## src/rtl/mde_pkg.sv

```systemverilog
// constants, opcodes and states for the instruction decode/execute unit
package mde_pkg;
  localparam int IW   = 14;              // instruction word width
  localparam int PCW  = 12;              // program counter width
  localparam int DW   = 8;               // data width
  localparam int FAW  = 7;               // file address width
  localparam int RAW  = 6;               // secondary plane address width
  localparam int BAW  = 6;               // bit-op address width
  localparam int SDEP = 6;               // stack depth
  localparam int SPW  = 3;               // stack pointer width
  // apb register byte offsets
  localparam logic [7:0] A_CTRL   = 8'h00;
  localparam logic [7:0] A_STATUS = 8'h04;
  localparam logic [7:0] A_ACC    = 8'h08;
  localparam logic [7:0] A_PC     = 8'h0C;
  localparam logic [7:0] A_WDT    = 8'h10;
  // status bit positions
  localparam int S_C    = 0;
  localparam int S_DC   = 1;
  localparam int S_Z    = 2;
  localparam int S_PD   = 3;
  localparam int S_TO   = 4;
  localparam int S_GIE  = 5;
  localparam int S_SLP  = 6;
  localparam int S_SKIP = 7;
  // control bit positions
  localparam int C_RUN  = 0;
  localparam int C_WAKE = 1;
  // opcode fields
  localparam logic [1:0] G_BYTE = 2'h0;
  localparam logic [1:0] G_BIT  = 2'h1;
  localparam logic [1:0] G_CALL = 2'h2;
  localparam logic [1:0] G_GOTO = 2'h3;
  localparam logic [3:0] O_MISC = 4'h0;
  localparam logic [3:0] O_CLR  = 4'h1;
  localparam logic [3:0] O_SUB  = 4'h2;
  localparam logic [3:0] O_DEC  = 4'h3;
  localparam logic [3:0] O_IOR  = 4'h4;
  localparam logic [3:0] O_AND  = 4'h5;
  localparam logic [3:0] O_XOR  = 4'h6;
  localparam logic [3:0] O_ADD  = 4'h7;
  localparam logic [3:0] O_MOVF = 4'h8;
  localparam logic [3:0] O_COM  = 4'h9;
  localparam logic [3:0] O_INC  = 4'hA;
  localparam logic [3:0] O_DECS = 4'hB;
  localparam logic [3:0] O_RRF  = 4'hC;
  localparam logic [3:0] O_RLF  = 4'hD;
  localparam logic [3:0] O_SWAP = 4'hE;
  localparam logic [3:0] O_INCS = 4'hF;
  localparam logic [3:0] L_TABLE_RETURN_LITERAL = 4'h8;
  localparam logic [3:0] L_MOVLW = 4'h9;
  localparam logic [3:0] L_IORLW = 4'hA;
  localparam logic [3:0] L_AND_IMMEDIATE = 4'hB;
  localparam logic [3:0] L_ADD_IMMEDIATE = 4'hC;
  localparam logic [3:0] L_XOR_IMMEDIATE = 4'hF;
  localparam logic [IW-1:0] K_NOP    = 14'h0000;
  localparam logic [IW-1:0] K_SLEEP  = 14'h0003;
  localparam logic [IW-1:0] K_KICK   = 14'h0004;
  localparam logic [IW-1:0] K_RET    = 14'h0040;
  localparam logic [IW-1:0] K_IRQX   = 14'h0060;
  localparam logic [IW-1:0] K_CLRACC = 14'h0040 | 14'h0100;
  localparam logic [DW-1:0] ZERO8    = 8'h00;
  // execution states
  typedef enum logic [1:0] {
    MDE_RUN   = 2'b00,
    MDE_FLUSH = 2'b01,
    MDE_SLEEP = 2'b11
  } mde_state_e;
endpackage : mde_pkg

```

## src/rtl/mde_core.sv

```systemverilog
// instruction decode and execute unit with apb control registers
//
// Summary of operation
// - destination bit picks accumulator or file register
// - add immediate updates acc, C, DC, Z
// - add register routed by d, C DC Z
// - and immediate into acc, Z only
// - and register routed by d, Z only
// - bit clear in 00h-3Fh, no flags
// - bit set in 00h-3Fh, no flags
// - skip next when tested bit clear
// - skip next when tested bit set
// - call pushes pc+1, loads 12-bit target
// - jump loads 12-bit target, two cycles
// - clear register writes zero, sets Z
// - clear accumulator, sets Z, one cycle
// - watchdog kick clears count, updates TO PD
// - complement register routed by d, Z
// - decrement register routed by d, Z
// - decrement, skip next if zero, no flags
// - increment, skip next if zero, no flags
// - rotate through carry, only C changes
// - sleep halts execution, updates TO PD
// - literal return loads acc, pops pc
// - xor immediate into acc, Z only
// - instruction words are 14 bits wide
// - irq exit pops pc, sets irq enable
// - subtract computes reg minus acc, C DC Z
// - copy acc to secondary plane, no flags
`timescale 1ns/10ps
module mde_core
  import mde_pkg::*;
#(
  parameter int WDT_W = 16               // watchdog counter width
) (
  input  wire logic                 pclk,
  input  wire logic                 presetn,
  input  wire logic                 clk_en,
  input  wire logic                 psel,
  input  wire logic                 penable,
  input  wire logic                 pwrite,
  input  wire logic [7:0]           paddr,
  input  wire logic [31:0]          pwdata,
  output logic      [31:0]          prdata,
  output logic                      pready,
  output logic                      pslverr,
  output logic      [mde_pkg::PCW-1:0] prog_addr,
  input  wire logic [mde_pkg::IW-1:0]  prog_data,
  output logic      [mde_pkg::FAW-1:0] file_addr,
  input  wire logic [mde_pkg::DW-1:0]  file_rdata,
  output logic                      file_we,
  output logic      [mde_pkg::FAW-1:0] file_waddr,
  output logic      [mde_pkg::DW-1:0]  file_wdata,
  output logic                      plane2_we,
  output logic      [mde_pkg::RAW-1:0] plane2_addr,
  output logic      [mde_pkg::DW-1:0]  plane2_wdata,
  output logic                      osc_stop
);
  import mde_pkg::*;

  ////////////////////////////////////////////////////////////////////////////
  // state
  mde_state_e          st_r;             // execution state
  logic [PCW-1:0]      pc_r;             // address of the word on prog_data
  logic [DW-1:0]       acc_r;            // accumulator
  logic                c_r, dc_r, z_r;   // alu flags
  logic                to_r, pd_r;       // watchdog expiry / powerdown flags
  logic                gie_r;            // global irq enable
  logic [PCW-1:0]      stk_r [SDEP];     // return stack
  logic [SPW-1:0]      sp_r;             // stack pointer
  logic [WDT_W-1:0]    wdt_r;            // watchdog/wakeup count
  logic                run_r;            // software run enable
  logic                skipped_r;        // a skip was taken last
  logic                wake_req;         // leave sleep this cycle
  logic                ctrl_wake_r;      // one-cycle wake pulse from software

  ////////////////////////////////////////////////////////////////////////////
  // decode fields of the 14-bit word
  logic [IW-1:0]  ir;                    // current instruction
  logic [1:0]     grp;
  logic [3:0]     op;
  logic           dbit;
  logic [FAW-1:0] fa;
  logic [2:0]     bsel;
  logic [DW-1:0]  kimm;
  logic           exec;                  // an instruction retires this cycle
  assign ir   = prog_data;
  assign grp  = ir[13:12];
  assign op   = ir[11:8];
  assign dbit = ir[7];
  assign fa   = (grp == G_BIT) ? {1'b0, ir[BAW-1:0]} : ir[FAW-1:0];
  assign bsel = ir[8:6];
  assign kimm = ir[DW-1:0];
  assign exec = clk_en && run_r && (st_r == MDE_RUN);

  // file register read address is the decoded operand
  assign file_addr = fa;
  // a write still in flight is forwarded so back-to-back ops see it
  logic [DW-1:0]  opnd;
  assign opnd = (file_we && file_waddr == fa) ? file_wdata : file_rdata;

  // add with half carry, used by add and subtract
  function automatic logic [DW+1:0] add8(input logic [DW-1:0] a, input logic [DW-1:0] b,
                                         input logic ci);
    logic [4:0]    lo;
    logic [DW:0]   s;
    lo = {1'b0, a[3:0]} + {1'b0, b[3:0]} + {4'h0, ci};
    s  = {1'b0, a} + {1'b0, b} + {{DW{1'b0}}, ci};
    return {s[DW], lo[4], s[DW-1:0]};
  endfunction : add8

  ////////////////////////////////////////////////////////////////////////////
  // combinational execute
  logic [DW-1:0]  res;                   // alu result
  logic           wr_dest;               // result goes somewhere
  logic           to_file;               // result to file plane, else acc
  logic           nc, ndc, nz;
  logic           upd_c, upd_dc, upd_z;
  logic           skip;                  // discard next word
  logic           jump;                  // two-cycle flow change
  logic [PCW-1:0] jtgt;
  logic           push, pop, set_gie, kick, sleep;
  logic           w2;                    // secondary plane write
  logic [DW+1:0]  sum;
  always_comb begin
    res = ZERO8; wr_dest = 1'b0; to_file = 1'b0;
    nc = c_r; ndc = dc_r; nz = z_r;
    upd_c = 1'b0; upd_dc = 1'b0; upd_z = 1'b0;
    skip = 1'b0; jump = 1'b0; jtgt = pc_r;
    push = 1'b0; pop = 1'b0; set_gie = 1'b0; kick = 1'b0; sleep = 1'b0;
    w2 = 1'b0; sum = '0;
    unique case (grp)
      G_BYTE: begin
        to_file = dbit;
        unique case (op)
          O_MISC: begin
            if (ir[7]) begin                               // move acc to reg
              res = acc_r; wr_dest = 1'b1; to_file = 1'b1;
            end else if (ir[6]) begin
              if (ir == K_RET) begin
                pop = 1'b1; jump = 1'b1;
              end else if (ir == K_IRQX) begin
                pop = 1'b1; jump = 1'b1; set_gie = 1'b1;
              end
            end else if (ir[7:6] == 2'b00 && ir[5:0] != 6'h00 && ir[5:3] != 3'h0) begin
              w2 = 1'b1;
            end else if (ir == K_SLEEP) begin
              sleep = 1'b1;
            end else if (ir == K_KICK) begin
              kick = 1'b1;
            end
          end
          O_CLR: begin
            if (dbit) begin
              res = ZERO8; wr_dest = 1'b1; nz = 1'b1; upd_z = 1'b1;
            end else if (ir == K_CLRACC) begin
              res = ZERO8; wr_dest = 1'b1; nz = 1'b1; upd_z = 1'b1;
            end
          end
          O_SUB: begin
            sum = add8(opnd, ~acc_r, 1'b1);
            res = sum[DW-1:0]; wr_dest = 1'b1;
            nc = sum[DW+1]; ndc = sum[DW]; upd_c = 1'b1; upd_dc = 1'b1;
            nz = (res == ZERO8); upd_z = 1'b1;
          end
          O_ADD: begin
            sum = add8(acc_r, opnd, 1'b0);
            res = sum[DW-1:0]; wr_dest = 1'b1;
            nc = sum[DW+1]; ndc = sum[DW]; upd_c = 1'b1; upd_dc = 1'b1;
            nz = (res == ZERO8); upd_z = 1'b1;
          end
          O_AND: begin
            res = acc_r & opnd; wr_dest = 1'b1;
            nz = (res == ZERO8); upd_z = 1'b1;
          end
          O_IOR: begin
            res = acc_r | opnd; wr_dest = 1'b1;
            nz = (res == ZERO8); upd_z = 1'b1;
          end
          O_XOR: begin
            res = acc_r ^ opnd; wr_dest = 1'b1;
            nz = (res == ZERO8); upd_z = 1'b1;
          end
          O_COM: begin
            res = ~opnd; wr_dest = 1'b1;
            nz = (res == ZERO8); upd_z = 1'b1;
          end
          O_DEC: begin
            res = opnd - 8'h01; wr_dest = 1'b1;
            nz = (res == ZERO8); upd_z = 1'b1;
          end
          O_INC: begin
            res = opnd + 8'h01; wr_dest = 1'b1;
            nz = (res == ZERO8); upd_z = 1'b1;
          end
          O_DECS: begin
            res = opnd - 8'h01; wr_dest = 1'b1;
            skip = (res == ZERO8);
          end
          O_INCS: begin
            res = opnd + 8'h01; wr_dest = 1'b1;
            skip = (res == ZERO8);
          end
          O_RLF: begin
            res = {opnd[DW-2:0], c_r}; wr_dest = 1'b1;
            nc = opnd[DW-1]; upd_c = 1'b1;
          end
          O_RRF: begin
            res = {c_r, opnd[DW-1:1]}; wr_dest = 1'b1;
            nc = opnd[0]; upd_c = 1'b1;
          end
          O_SWAP: begin
            res = {opnd[3:0], opnd[7:4]}; wr_dest = 1'b1;
          end
          O_MOVF: begin
            res = opnd; wr_dest = 1'b1;
            if (dbit) begin                                // test for zero only
              wr_dest = 1'b0; nz = (opnd == ZERO8); upd_z = 1'b1;
            end else begin
              to_file = 1'b0;
            end
          end
        endcase
      end
      G_BIT: begin
        if (!ir[11]) begin                                 // bit ops, select in bits 10:9
          unique case (ir[10:9])
            2'b00: begin
              res = opnd & ~(8'h01 << bsel); wr_dest = 1'b1; to_file = 1'b1;
            end
            2'b01: begin
              res = opnd | (8'h01 << bsel); wr_dest = 1'b1; to_file = 1'b1;
            end
            2'b10: skip = ~opnd[bsel];
            2'b11: skip = opnd[bsel];
          endcase
        end else begin                                     // literal ops into acc
          unique case (op)
            L_TABLE_RETURN_LITERAL: begin
              res = kimm; wr_dest = 1'b1; pop = 1'b1; jump = 1'b1;
            end
            L_MOVLW: begin
              res = kimm; wr_dest = 1'b1;
            end
            L_IORLW: begin
              res = acc_r | kimm; wr_dest = 1'b1;
              nz = (res == ZERO8); upd_z = 1'b1;
            end
            L_AND_IMMEDIATE: begin
              res = acc_r & kimm; wr_dest = 1'b1;
              nz = (res == ZERO8); upd_z = 1'b1;
            end
            L_ADD_IMMEDIATE: begin
              sum = add8(acc_r, kimm, 1'b0);
              res = sum[DW-1:0]; wr_dest = 1'b1;
              nc = sum[DW+1]; ndc = sum[DW]; upd_c = 1'b1; upd_dc = 1'b1;
              nz = (res == ZERO8); upd_z = 1'b1;
            end
            L_XOR_IMMEDIATE: begin
              res = acc_r ^ kimm; wr_dest = 1'b1;
              nz = (res == ZERO8); upd_z = 1'b1;
            end
            default: skip = 1'b0;
          endcase
        end
      end
      G_CALL: begin
        push = 1'b1; jump = 1'b1; jtgt = ir[PCW-1:0];
      end
      G_GOTO: begin
        jump = 1'b1; jtgt = ir[PCW-1:0];
      end
    endcase
    if (pop) jtgt = stk_r[sp_r - 3'd1];
  end

  ////////////////////////////////////////////////////////////////////////////
  // sequencing: jumps and taken skips add one flush cycle
  always_ff @(posedge pclk or negedge presetn) begin
    if (!presetn) begin
      st_r <= MDE_RUN;
      skipped_r <= 1'b0;
    end else if (clk_en) begin
      unique case (st_r)
        MDE_RUN: if (run_r) begin
          skipped_r <= skip;
          if (sleep) st_r <= MDE_SLEEP;
          else if (jump || skip) st_r <= MDE_FLUSH;
        end
        MDE_FLUSH: st_r <= MDE_RUN;                        // discarded word: no effects
        MDE_SLEEP: if (wake_req) st_r <= MDE_RUN;
        default: st_r <= MDE_RUN;
      endcase
    end
  end

  // next pc: a jump flush holds the target, a skip flush steps past
  logic [PCW-1:0] prog_addr_nxt;
  always_comb begin
    prog_addr_nxt = pc_r;
    if (exec) prog_addr_nxt = jump ? jtgt : pc_r + 12'h001;
    else if (clk_en && st_r == MDE_FLUSH && skipped_r) prog_addr_nxt = pc_r + 12'h001;
  end
  // pc and fetch address move together
  always_ff @(posedge pclk or negedge presetn) begin
    if (!presetn) {pc_r, prog_addr} <= '0;
    else {pc_r, prog_addr} <= {prog_addr_nxt, prog_addr_nxt};
  end

  // stack push and pop
  always_ff @(posedge pclk or negedge presetn) begin
    if (!presetn) begin
      sp_r <= '0;
      for (int i = 0; i < SDEP; i++) stk_r[i] <= '0;
    end else if (exec) begin
      if (push) begin
        stk_r[sp_r] <= pc_r + 12'h001;
        sp_r <= (sp_r == SPW'(SDEP - 1)) ? sp_r : sp_r + 3'd1;
      end else if (pop) begin
        sp_r <= (sp_r == '0) ? sp_r : sp_r - 3'd1;
      end
    end
  end

  // accumulator and flags
  always_ff @(posedge pclk or negedge presetn) begin
    if (!presetn) begin
      acc_r <= ZERO8; c_r <= 1'b0; dc_r <= 1'b0; z_r <= 1'b0; gie_r <= 1'b0;
    end else if (exec) begin
      if (wr_dest && !to_file) acc_r <= res;
      if (upd_c) c_r <= nc;
      if (upd_dc) dc_r <= ndc;
      if (upd_z) z_r <= nz;
      if (set_gie) gie_r <= 1'b1;
    end
  end

  // file plane and secondary plane writes
  always_ff @(posedge pclk or negedge presetn) begin
    if (!presetn) begin
      file_we <= 1'b0; file_waddr <= '0; file_wdata <= ZERO8;
      plane2_we <= 1'b0; plane2_addr <= '0; plane2_wdata <= ZERO8;
    end else begin
      file_we   <= exec && wr_dest && to_file;
      file_waddr <= fa;
      file_wdata <= res;
      plane2_we <= exec && w2;
      plane2_addr <= ir[RAW-1:0];
      plane2_wdata <= acc_r;
    end
  end

  // watchdog counter and expiry / powerdown flags
  assign wake_req = ctrl_wake_r || (wdt_r == '1);
  always_ff @(posedge pclk or negedge presetn) begin
    if (!presetn) begin
      wdt_r <= '0; to_r <= 1'b1; pd_r <= 1'b1; osc_stop <= 1'b0;
    end else if (clk_en) begin
      if (exec && kick) begin
        wdt_r <= '0; to_r <= 1'b1; pd_r <= 1'b1;
      end else if (exec && sleep) begin
        wdt_r <= '0; to_r <= 1'b1; pd_r <= 1'b0; osc_stop <= 1'b1;
      end else begin
        wdt_r <= wdt_r + WDT_W'(1);
        if (wdt_r == '1) to_r <= 1'b0;
        if (st_r == MDE_SLEEP && wake_req) osc_stop <= 1'b0;
      end
    end
  end

  ////////////////////////////////////////////////////////////////////////////
  // apb slave: zero wait, writes at access phase, read data latched at setup phase
  logic apb_acc;
  assign apb_acc = psel && penable;
  always_ff @(posedge pclk or negedge presetn) begin
    if (!presetn) begin
      run_r <= 1'b1; ctrl_wake_r <= 1'b0;
    end else begin
      ctrl_wake_r <= 1'b0;
      if (apb_acc && pwrite && paddr == A_CTRL) begin
        run_r <= pwdata[C_RUN];
        ctrl_wake_r <= pwdata[C_WAKE];
      end
    end
  end

  // read mux and answer
  always_ff @(posedge pclk or negedge presetn) begin
    if (!presetn) begin
      prdata <= '0; pready <= 1'b0; pslverr <= 1'b0;
    end else begin
      pready <= psel && !penable;
      pslverr <= 1'b0;
      prdata <= '0;
      if (psel && !penable) begin
        unique case (paddr)
          A_CTRL:   prdata <= {30'h0, 1'b0, run_r};
          A_STATUS: prdata <= {24'h0, skipped_r, st_r == MDE_SLEEP, gie_r, to_r, pd_r,
                               z_r, dc_r, c_r};
          A_ACC:    prdata <= {24'h0, acc_r};
          A_PC:     prdata <= {20'h0, pc_r};
          A_WDT:    prdata <= 32'(wdt_r);
          default:  pslverr <= 1'b1;
        endcase
      end
    end
  end
endmodule : mde_core

```

## config.mk

```make
export PLATFORM = sky130hd
export DESIGN_NAME = mde_core
export DESIGN_NICKNAME = d
export VERILOG_FILES = /design/src/rtl/mde_pkg.sv /design/src/rtl/mde_core.sv
export SDC_FILE = /design/constraint.sdc
export NUM_CORES = 1
export LEC_CHECK = 0
export BUFFER_PORTS_ARGS = -buffer_cell sky130_fd_sc_hd__buf_2
export CAP_MARGIN = 20
export CORE_MARGIN = 2
export CORE_UTILIZATION = 58
export CTS_BUF_LIST = sky130_fd_sc_hd__clkbuf_4 sky130_fd_sc_hd__clkbuf_8 sky130_fd_sc_hd__clkbuf_16
export DETAILED_ROUTE_END_ITERATION = 12
export PLACE_DENSITY_LB_ADDON = 0.08
export SLEW_MARGIN = 40
export SYNTH_ARGS = -nofsm -noshare
export SYNTH_HDL_FRONTEND = slang
export SYNTH_SLANG_ARGS = --single-unit
```

## constraint.sdc

```tcl
create_clock -name pclk -period 6.5 [get_ports pclk]
set_input_delay 1.3 -clock pclk [delete_from_list [all_inputs] [get_ports pclk]]
set_output_delay 1.3 -clock pclk [all_outputs]
set_load 0.01 [all_outputs]
```

# Word-level counts from Yosys, hierarchy flattened
# Index checks and enable logic that the tools add are counted.
word_totals:
  word_cells: 308
  output_inout_bits: 85
  register_bits: 188
op_classes:
  shift: 1
  muxes: 118
  order_cmp: 4
  bitwise_logic: 15
  n_eq_ne: 49
  n_reduce_logical: 77
  n_addsub: 14
ops:
  columns: ["cell", "count"]
  rows:
  - ["8-bit logical NOT", 14]
  - ["8-bit one-hot mux with 14 select lines", 1]
  - ["12-bit two-way mux", 8]
  - ["16-bit one-hot mux with 5 select lines", 1]
  - ["72-bit bitwise mux", 1]
  - ["1-bit two-way mux", 66]
  - ["16-bit two-way mux", 3]
  - ["8-bit one-hot mux with 5 select lines", 1]
  - ["12-bit binary-select mux with 3-bit select", 1]
  - ["12-bit demux with 3-bit select", 1]
  - ["4-bit == test, second input constant", 8]
  - ["8-bit one-hot mux with 2 select lines", 2]
  - ["14-bit by 7-bit == test with 1-bit output, second input constant", 2]
  - ["8-bit by 8-bit adder with 9-bit output", 3]
  - ["1-bit one-hot mux with 2 select lines", 13]
  - ["8-bit bitwise AND", 3]
  - ["8-bit two-way mux", 3]
  - ["8-bit NOT", 3]
  - ["8-bit OR", 3]
  - ["1-bit logical AND", 19]
  - ["16-bit by 1-bit adder with 16-bit output, second input constant", 1]
  - ["16-bit == test, second input constant", 1]
  - ["4-bit by 3-bit == test with 1-bit output, second input constant", 4]
  - ["8-bit by 4-bit == test with 1-bit output, second input constant", 2]
  - ["other kinds (63)", 114]

# Depth between registers and ports, before layout
logic_depth:
  word_depth: 16
  ltp_mapped: 20
  mapped_depth_nobuf: 17

# Worst setup path after synthesis
# OpenSTA, ideal clock, no wires.
synth_timing:
  kind: "input -> register"
  startpoint: "input prog_data[13] (netlist bit)"
  endpoint: "register acc_r[4]"
  setup_time_ns: 0.125
  arrival_ns: 4.777
  stages: 17
  path_slack_ns: 1.599
  path_cell_list: "buf_6 > nand2b_4 > and3_1 > o211ai_4 > buf_8 > mux2i_2 > inv_1 > fa_1 > nand2b_1 > a21oi_1 > nor2_1 > xnor2_1 > o22ai_1 > a311oi_1 > a21oi_1 > or3_1 > mux2_2"
synth_via:
  elab_chain_len: 9
  word_cells_on_any_way: 30
  classes_between: "add/sub: 5; eq/ne: 3; mux: 11; bitwise: 6; reduce/logical: 5"
synth_rtl:
  columns: ["item", "line", "text"]
  rows:
  - ["start, declared", "mde_core.sv:48", "input wire logic [mde_pkg::IW-1:0] prog_data,"]
  - ["2-bit by 1-bit == test with 1-bit output", "mde_core.sv:91, mde_core.sv:132", null]
  - ["7-bit two-way mux", "mde_core.sv:91", "assign fa = (grp == G_BIT) ? {1'b0, ir[BAW-1:0]} : ir[FAW-1:0];"]
  - ["7-bit == test", "mde_core.sv:100", "assign opnd = (file_we && file_waddr == fa) ? file_wdata : file_rdata;"]
  - ["1-bit logical AND", "mde_core.sv:100", null]
  - ["8-bit two-way mux", "mde_core.sv:100", null]
  - ["8-bit by 8-bit adder with 9-bit output, or another cell as far along", "mde_core.sv:108", "s = {1'b0, a} + {1'b0, b} + {{DW{1'b0}}, ci};"]
  - ["9-bit by 1-bit adder with 9-bit output or 8-bit one-hot mux with 2 select lines (tied branches)", "mde_core.sv:108, mde_core.sv:227", null]
  - ["8-bit one-hot mux with 14 select lines or 8-bit two-way mux (tied branches)", "mde_core.sv:135, mde_core.sv:226", null]
  - ["8-bit one-hot mux with 2 select lines (*)", "mde_core.sv:132", "unique case (grp)"]
  - ["via res[4]", "mde_core.sv:114", "logic [DW-1:0] res;"]
  - ["end signal, assigned", "mde_core.sv:330", "if (wr_dest && !to_file) acc_r <= res;"]
  - ["end, declared", "mde_core.sv:65", "logic [DW-1:0] acc_r;"]
# The timed path passes the listed nets; every way through them passes the cells marked *.
# A chain may end at the register's enable or synchronous reset.

# Final worst setup path
layout_timing:
  startpoint: "input prog_data[12] (netlist bit)"
  endpoint: "register acc_r[7]"
# Same word-level chain as after synthesis.

==> metrics.txt <==
achievable frequency=0.186 GHz; initial antenna violation count=1; Nets=1561; Synth top cells by count=dfrtp_1 (163), nor2_1 (157), nand2_1 (154), o21ai_0 (118), a21oi_1 (103); Placement Setup Slack=0.914 ns; Rows=52; Setup crit start=prog_data[12]; IO buf count=106; cell internal pwr=1.75 mW; post-cts repair resize count=0; vias in the first global route=10400; most common cell in the netlist=dfrtp_1; first-pass GRT wire length=61700 um; Worst VDD drop=0.163 mV; CTS H-Tree Depth=4; worst-margin pin slew=0.866 ns; status=finished, final reports clean; die area=21400 um2; Avg Cell Area, Syn=8.60 um2; FF-to-FF Start=file_waddr[5]$_DFF_PN0_; Synth Instances=1367; Relative slew margins=0.408; Most used DFF post-synth=dfrtp_1; Area growth, synth to finish=10.9%; Post-synth EDFFs=0; Yosys top cell by area=dfrtp_1; Max FO, Critical Path=22; clock root buffer=clkbuf_16; CTS tree=done; Initial Util=0.586; # IOs=153; clk slew on worst S/H paths=0.07 ns; Final Cell Area=13000 um2; Overflow after GRT=0; Yosys reg bits=166; Longest Clk Path Bufs=2; clock network power share=0.391; CTS buffer count=17; Vias/cell=6.49; Post-CTS Setup Bufs=0; r2r setup slk=1.91 ns; final setup fails=0; Psw=0.856 mW; crit path cell chain=buf_2 > nand2b_4 > and3_1 > o211ai_4 > buf_4 > mux2i_4 > buf_4 > inv_1 > ha_1 > a2111oi_0 > o21bai_1 > a21oi_1 > nor2b_1 > o32ai_1 > nor4_1 > o32ai_1 > mux2_2; logic gate share of total power=0.175; via count=11200; Seq pwr share=0.434; Hold Buf Count CTS=0; CP max-delay cell=a2111oi_0; Synth area leaders=dfrtp_1 (35%), ha_1 (5.9%), o21ai_0 (5.0%); Power Total=2.61 mW; ys async rst share=1.00; CP Buf/Inv Count=4; max-capacitance violation count=0; Worst Path Arrival=5.69 ns; Synth cell types=78; wire per inst=23.2 um; critical path's largest stage delay=0.47 ns; Routed WL=39900 um; Crit path required time=6.83 ns; Layout Skew=0.0149 ns; area post-placement=12400 um2; CP Capture Type=flip-flop; largest net degree at the start of global routing=76; PwrDens=200 nW/um2; unrepaired setup endpoints after global routing=false; final hold vios=0; core area=20000 um2; clock sink count=166; Hold Path Class=flip-flop to flip-flop; Final GP Congestion=0.995; gr usage total=0.377; Switching Fraction=0.328; Pre-Repair DR Iteration Count=7; CP startpoint kind=input port; layout cells sized above 1=0.162; number of DRC markers in iteration 0=1146; Final Cycle Share=0.826; Synth top area share=0.347; Reg-to-Reg End=acc_r[7]$_DFFE_PN0P_; min Tclk post-route=5.37 ns; Post-Synthesis Cell Area=11800 um2; Setup CP Type=input port to flip-flop; worst-skew pair later-pin latency=0.44 ns; DP HPWL=28800 um; Ys Warns=0; final worst slack=1.13 ns; Crit path depth=17; leakage=5.88 nW; crit path to=acc_r[7]$_DFFE_PN0P_; DRC errors left=0; Die Ht=146 um; die width=146 um; Detail Route Antenna Nets=0; cell family with most CP delay=compound AO/OA/AOI/OAI gates; Final TNS setup=0 ns; Seq/Total Area, Yosys=0.354; Slew Viols, Final=0; Worst R2R Path Depth=15
-- cell type report --
cell class / instances / area [um2]
Fill cell: 1740 / 7010
Antenna cell: 1 / 2.50
Sequential cell: 166 / 4160
Inverter: 50 / 188
Tap cell: 270 / 338
Timing Repair Buffer: 134 / 751
Multi-Input combinational cell: 1066 / 7000
Clock buffer: 18 / 439
Clock inverter: 14 / 156
-- power by group through the flow --
| stage | clock [mW] | combinational (mW) | sequential [mW] |
|---|---|---|---|
| finish | 1.02 | 0.457 | 1.13 |
| global route | 1.07 | 0.492 | 1.14 |
| CTS | 1.03 | 0.443 | 1.13 |
| detailed placement | 0 | 0.441 | 1.15 |
| global placement | 0 | 0.434 | 1.15 |
| floorplan | 0 | 0.288 | 1.13 |
-- worst register-to-register path, delay by kind of cell, from the launching register on --
kind | cells | cell delay [ns]
adder cells (fa/ha/maj) | 1 | 0.30
buffers and inverters | 1 | 0.21
multiplexers | 2 | 0.77
XOR/XNOR | 1 | 0.19
AND/OR/NAND/NOR | 3 | 0.96
flip-flops | 1 | 0.41
AO/OA/AOI/OAI | 7 | 1.64
-- registers in the layout (all words and copies together), names as in the netlist, 2 cells and up --
register / cells
plane2_wdata: 8
plane2_addr: 5
st_r: 2
wdt_r: 16
acc_r: 8
pc_r: 12
file_wdata: 8
stk_r: 72
file_waddr: 2
prdata: 16
sp_r: 3
-- stage by stage --
stage,utilization,instances,hold slack [ns]
finish,0.650,1719,0.464
global placement,0.619,1686,0.446
detailed placement,0.620,1686,0.449
CTS,0.650,1718,0.459
global route,0.650,1718,0.500
floorplan,-,1382,0.415
-- cells in the final DEF (no fill, tap or decap), types with 19 or more instances in the layout --
cell and count:
ha_1 55, buf_4 27, nor3_1 32, o21ai_0 117, o22ai_1 20, nand2_1 154
nand3_1 31, mux2_2 23, and3_1 21, mux2i_1 29, a21oi_1 103, nand4_1 19
a22oi_1 30, xor2_1 24, dfrtp_1 163, nor2_1 157, inv_1 46, xnor2_1 35
buf_2 105
-- per-layer routing --
| metal | share of wire | wire (um) | up-vias | global-route usage |
|---|---|---|---|---|
| met5 | 0 | 0 | - | 0 |
| met4 | 0.033 | 1300 | 0 | 0.124 |
| met3 | 0.12 | 4780 | 103 | 0.115 |
| met2 | 0.42 | 16800 | 698 | 0.530 |
| met1 | 0.43 | 17000 | 5331 | 0.558 |
| li1 | - | - | 5022 | - |
-- how the worst min path moves through the flow --
stage | end | start | depth (start not counted)
2_1_floorplan | plane2_wdata[7]$_DFF_PN0_ | acc_r[7]$_DFFE_PN0P_ | 0
3_3_place_gp | pd_r$_DFFE_PN1P_ | pd_r$_DFFE_PN1P_ | 2
4_1_cts | pd_r$_DFFE_PN1P_ | pd_r$_DFFE_PN1P_ | 2
5_1_grt | to_r$_DFFE_PN1P_ | to_r$_DFFE_PN1P_ | 2
6_report | pd_r$_DFFE_PN1P_ | pd_r$_DFFE_PN1P_ | 2
3_5_place_dp | pd_r$_DFFE_PN1P_ | pd_r$_DFFE_PN1P_ | 2
-- cell families (layout without fill, tap and decap cells) --
group | after synthesis | count (layout) | synth area share
AND/OR/NAND/NOR | 480 | 480 | 0.185
AO/OA/AOI/OAI | 376 | 376 | 0.199
flip-flops | 166 | 166 | 0.354
buffers and inverters | 150 | 216 | 0.0604
multiplexers | 76 | 76 | 0.0925
XOR/XNOR | 60 | 60 | 0.0447
adder cells (fa/ha/maj) | 58 | 58 | 0.0637
other | 1 | 17 | 0.000319
Power figures use the tool's default switching activity.
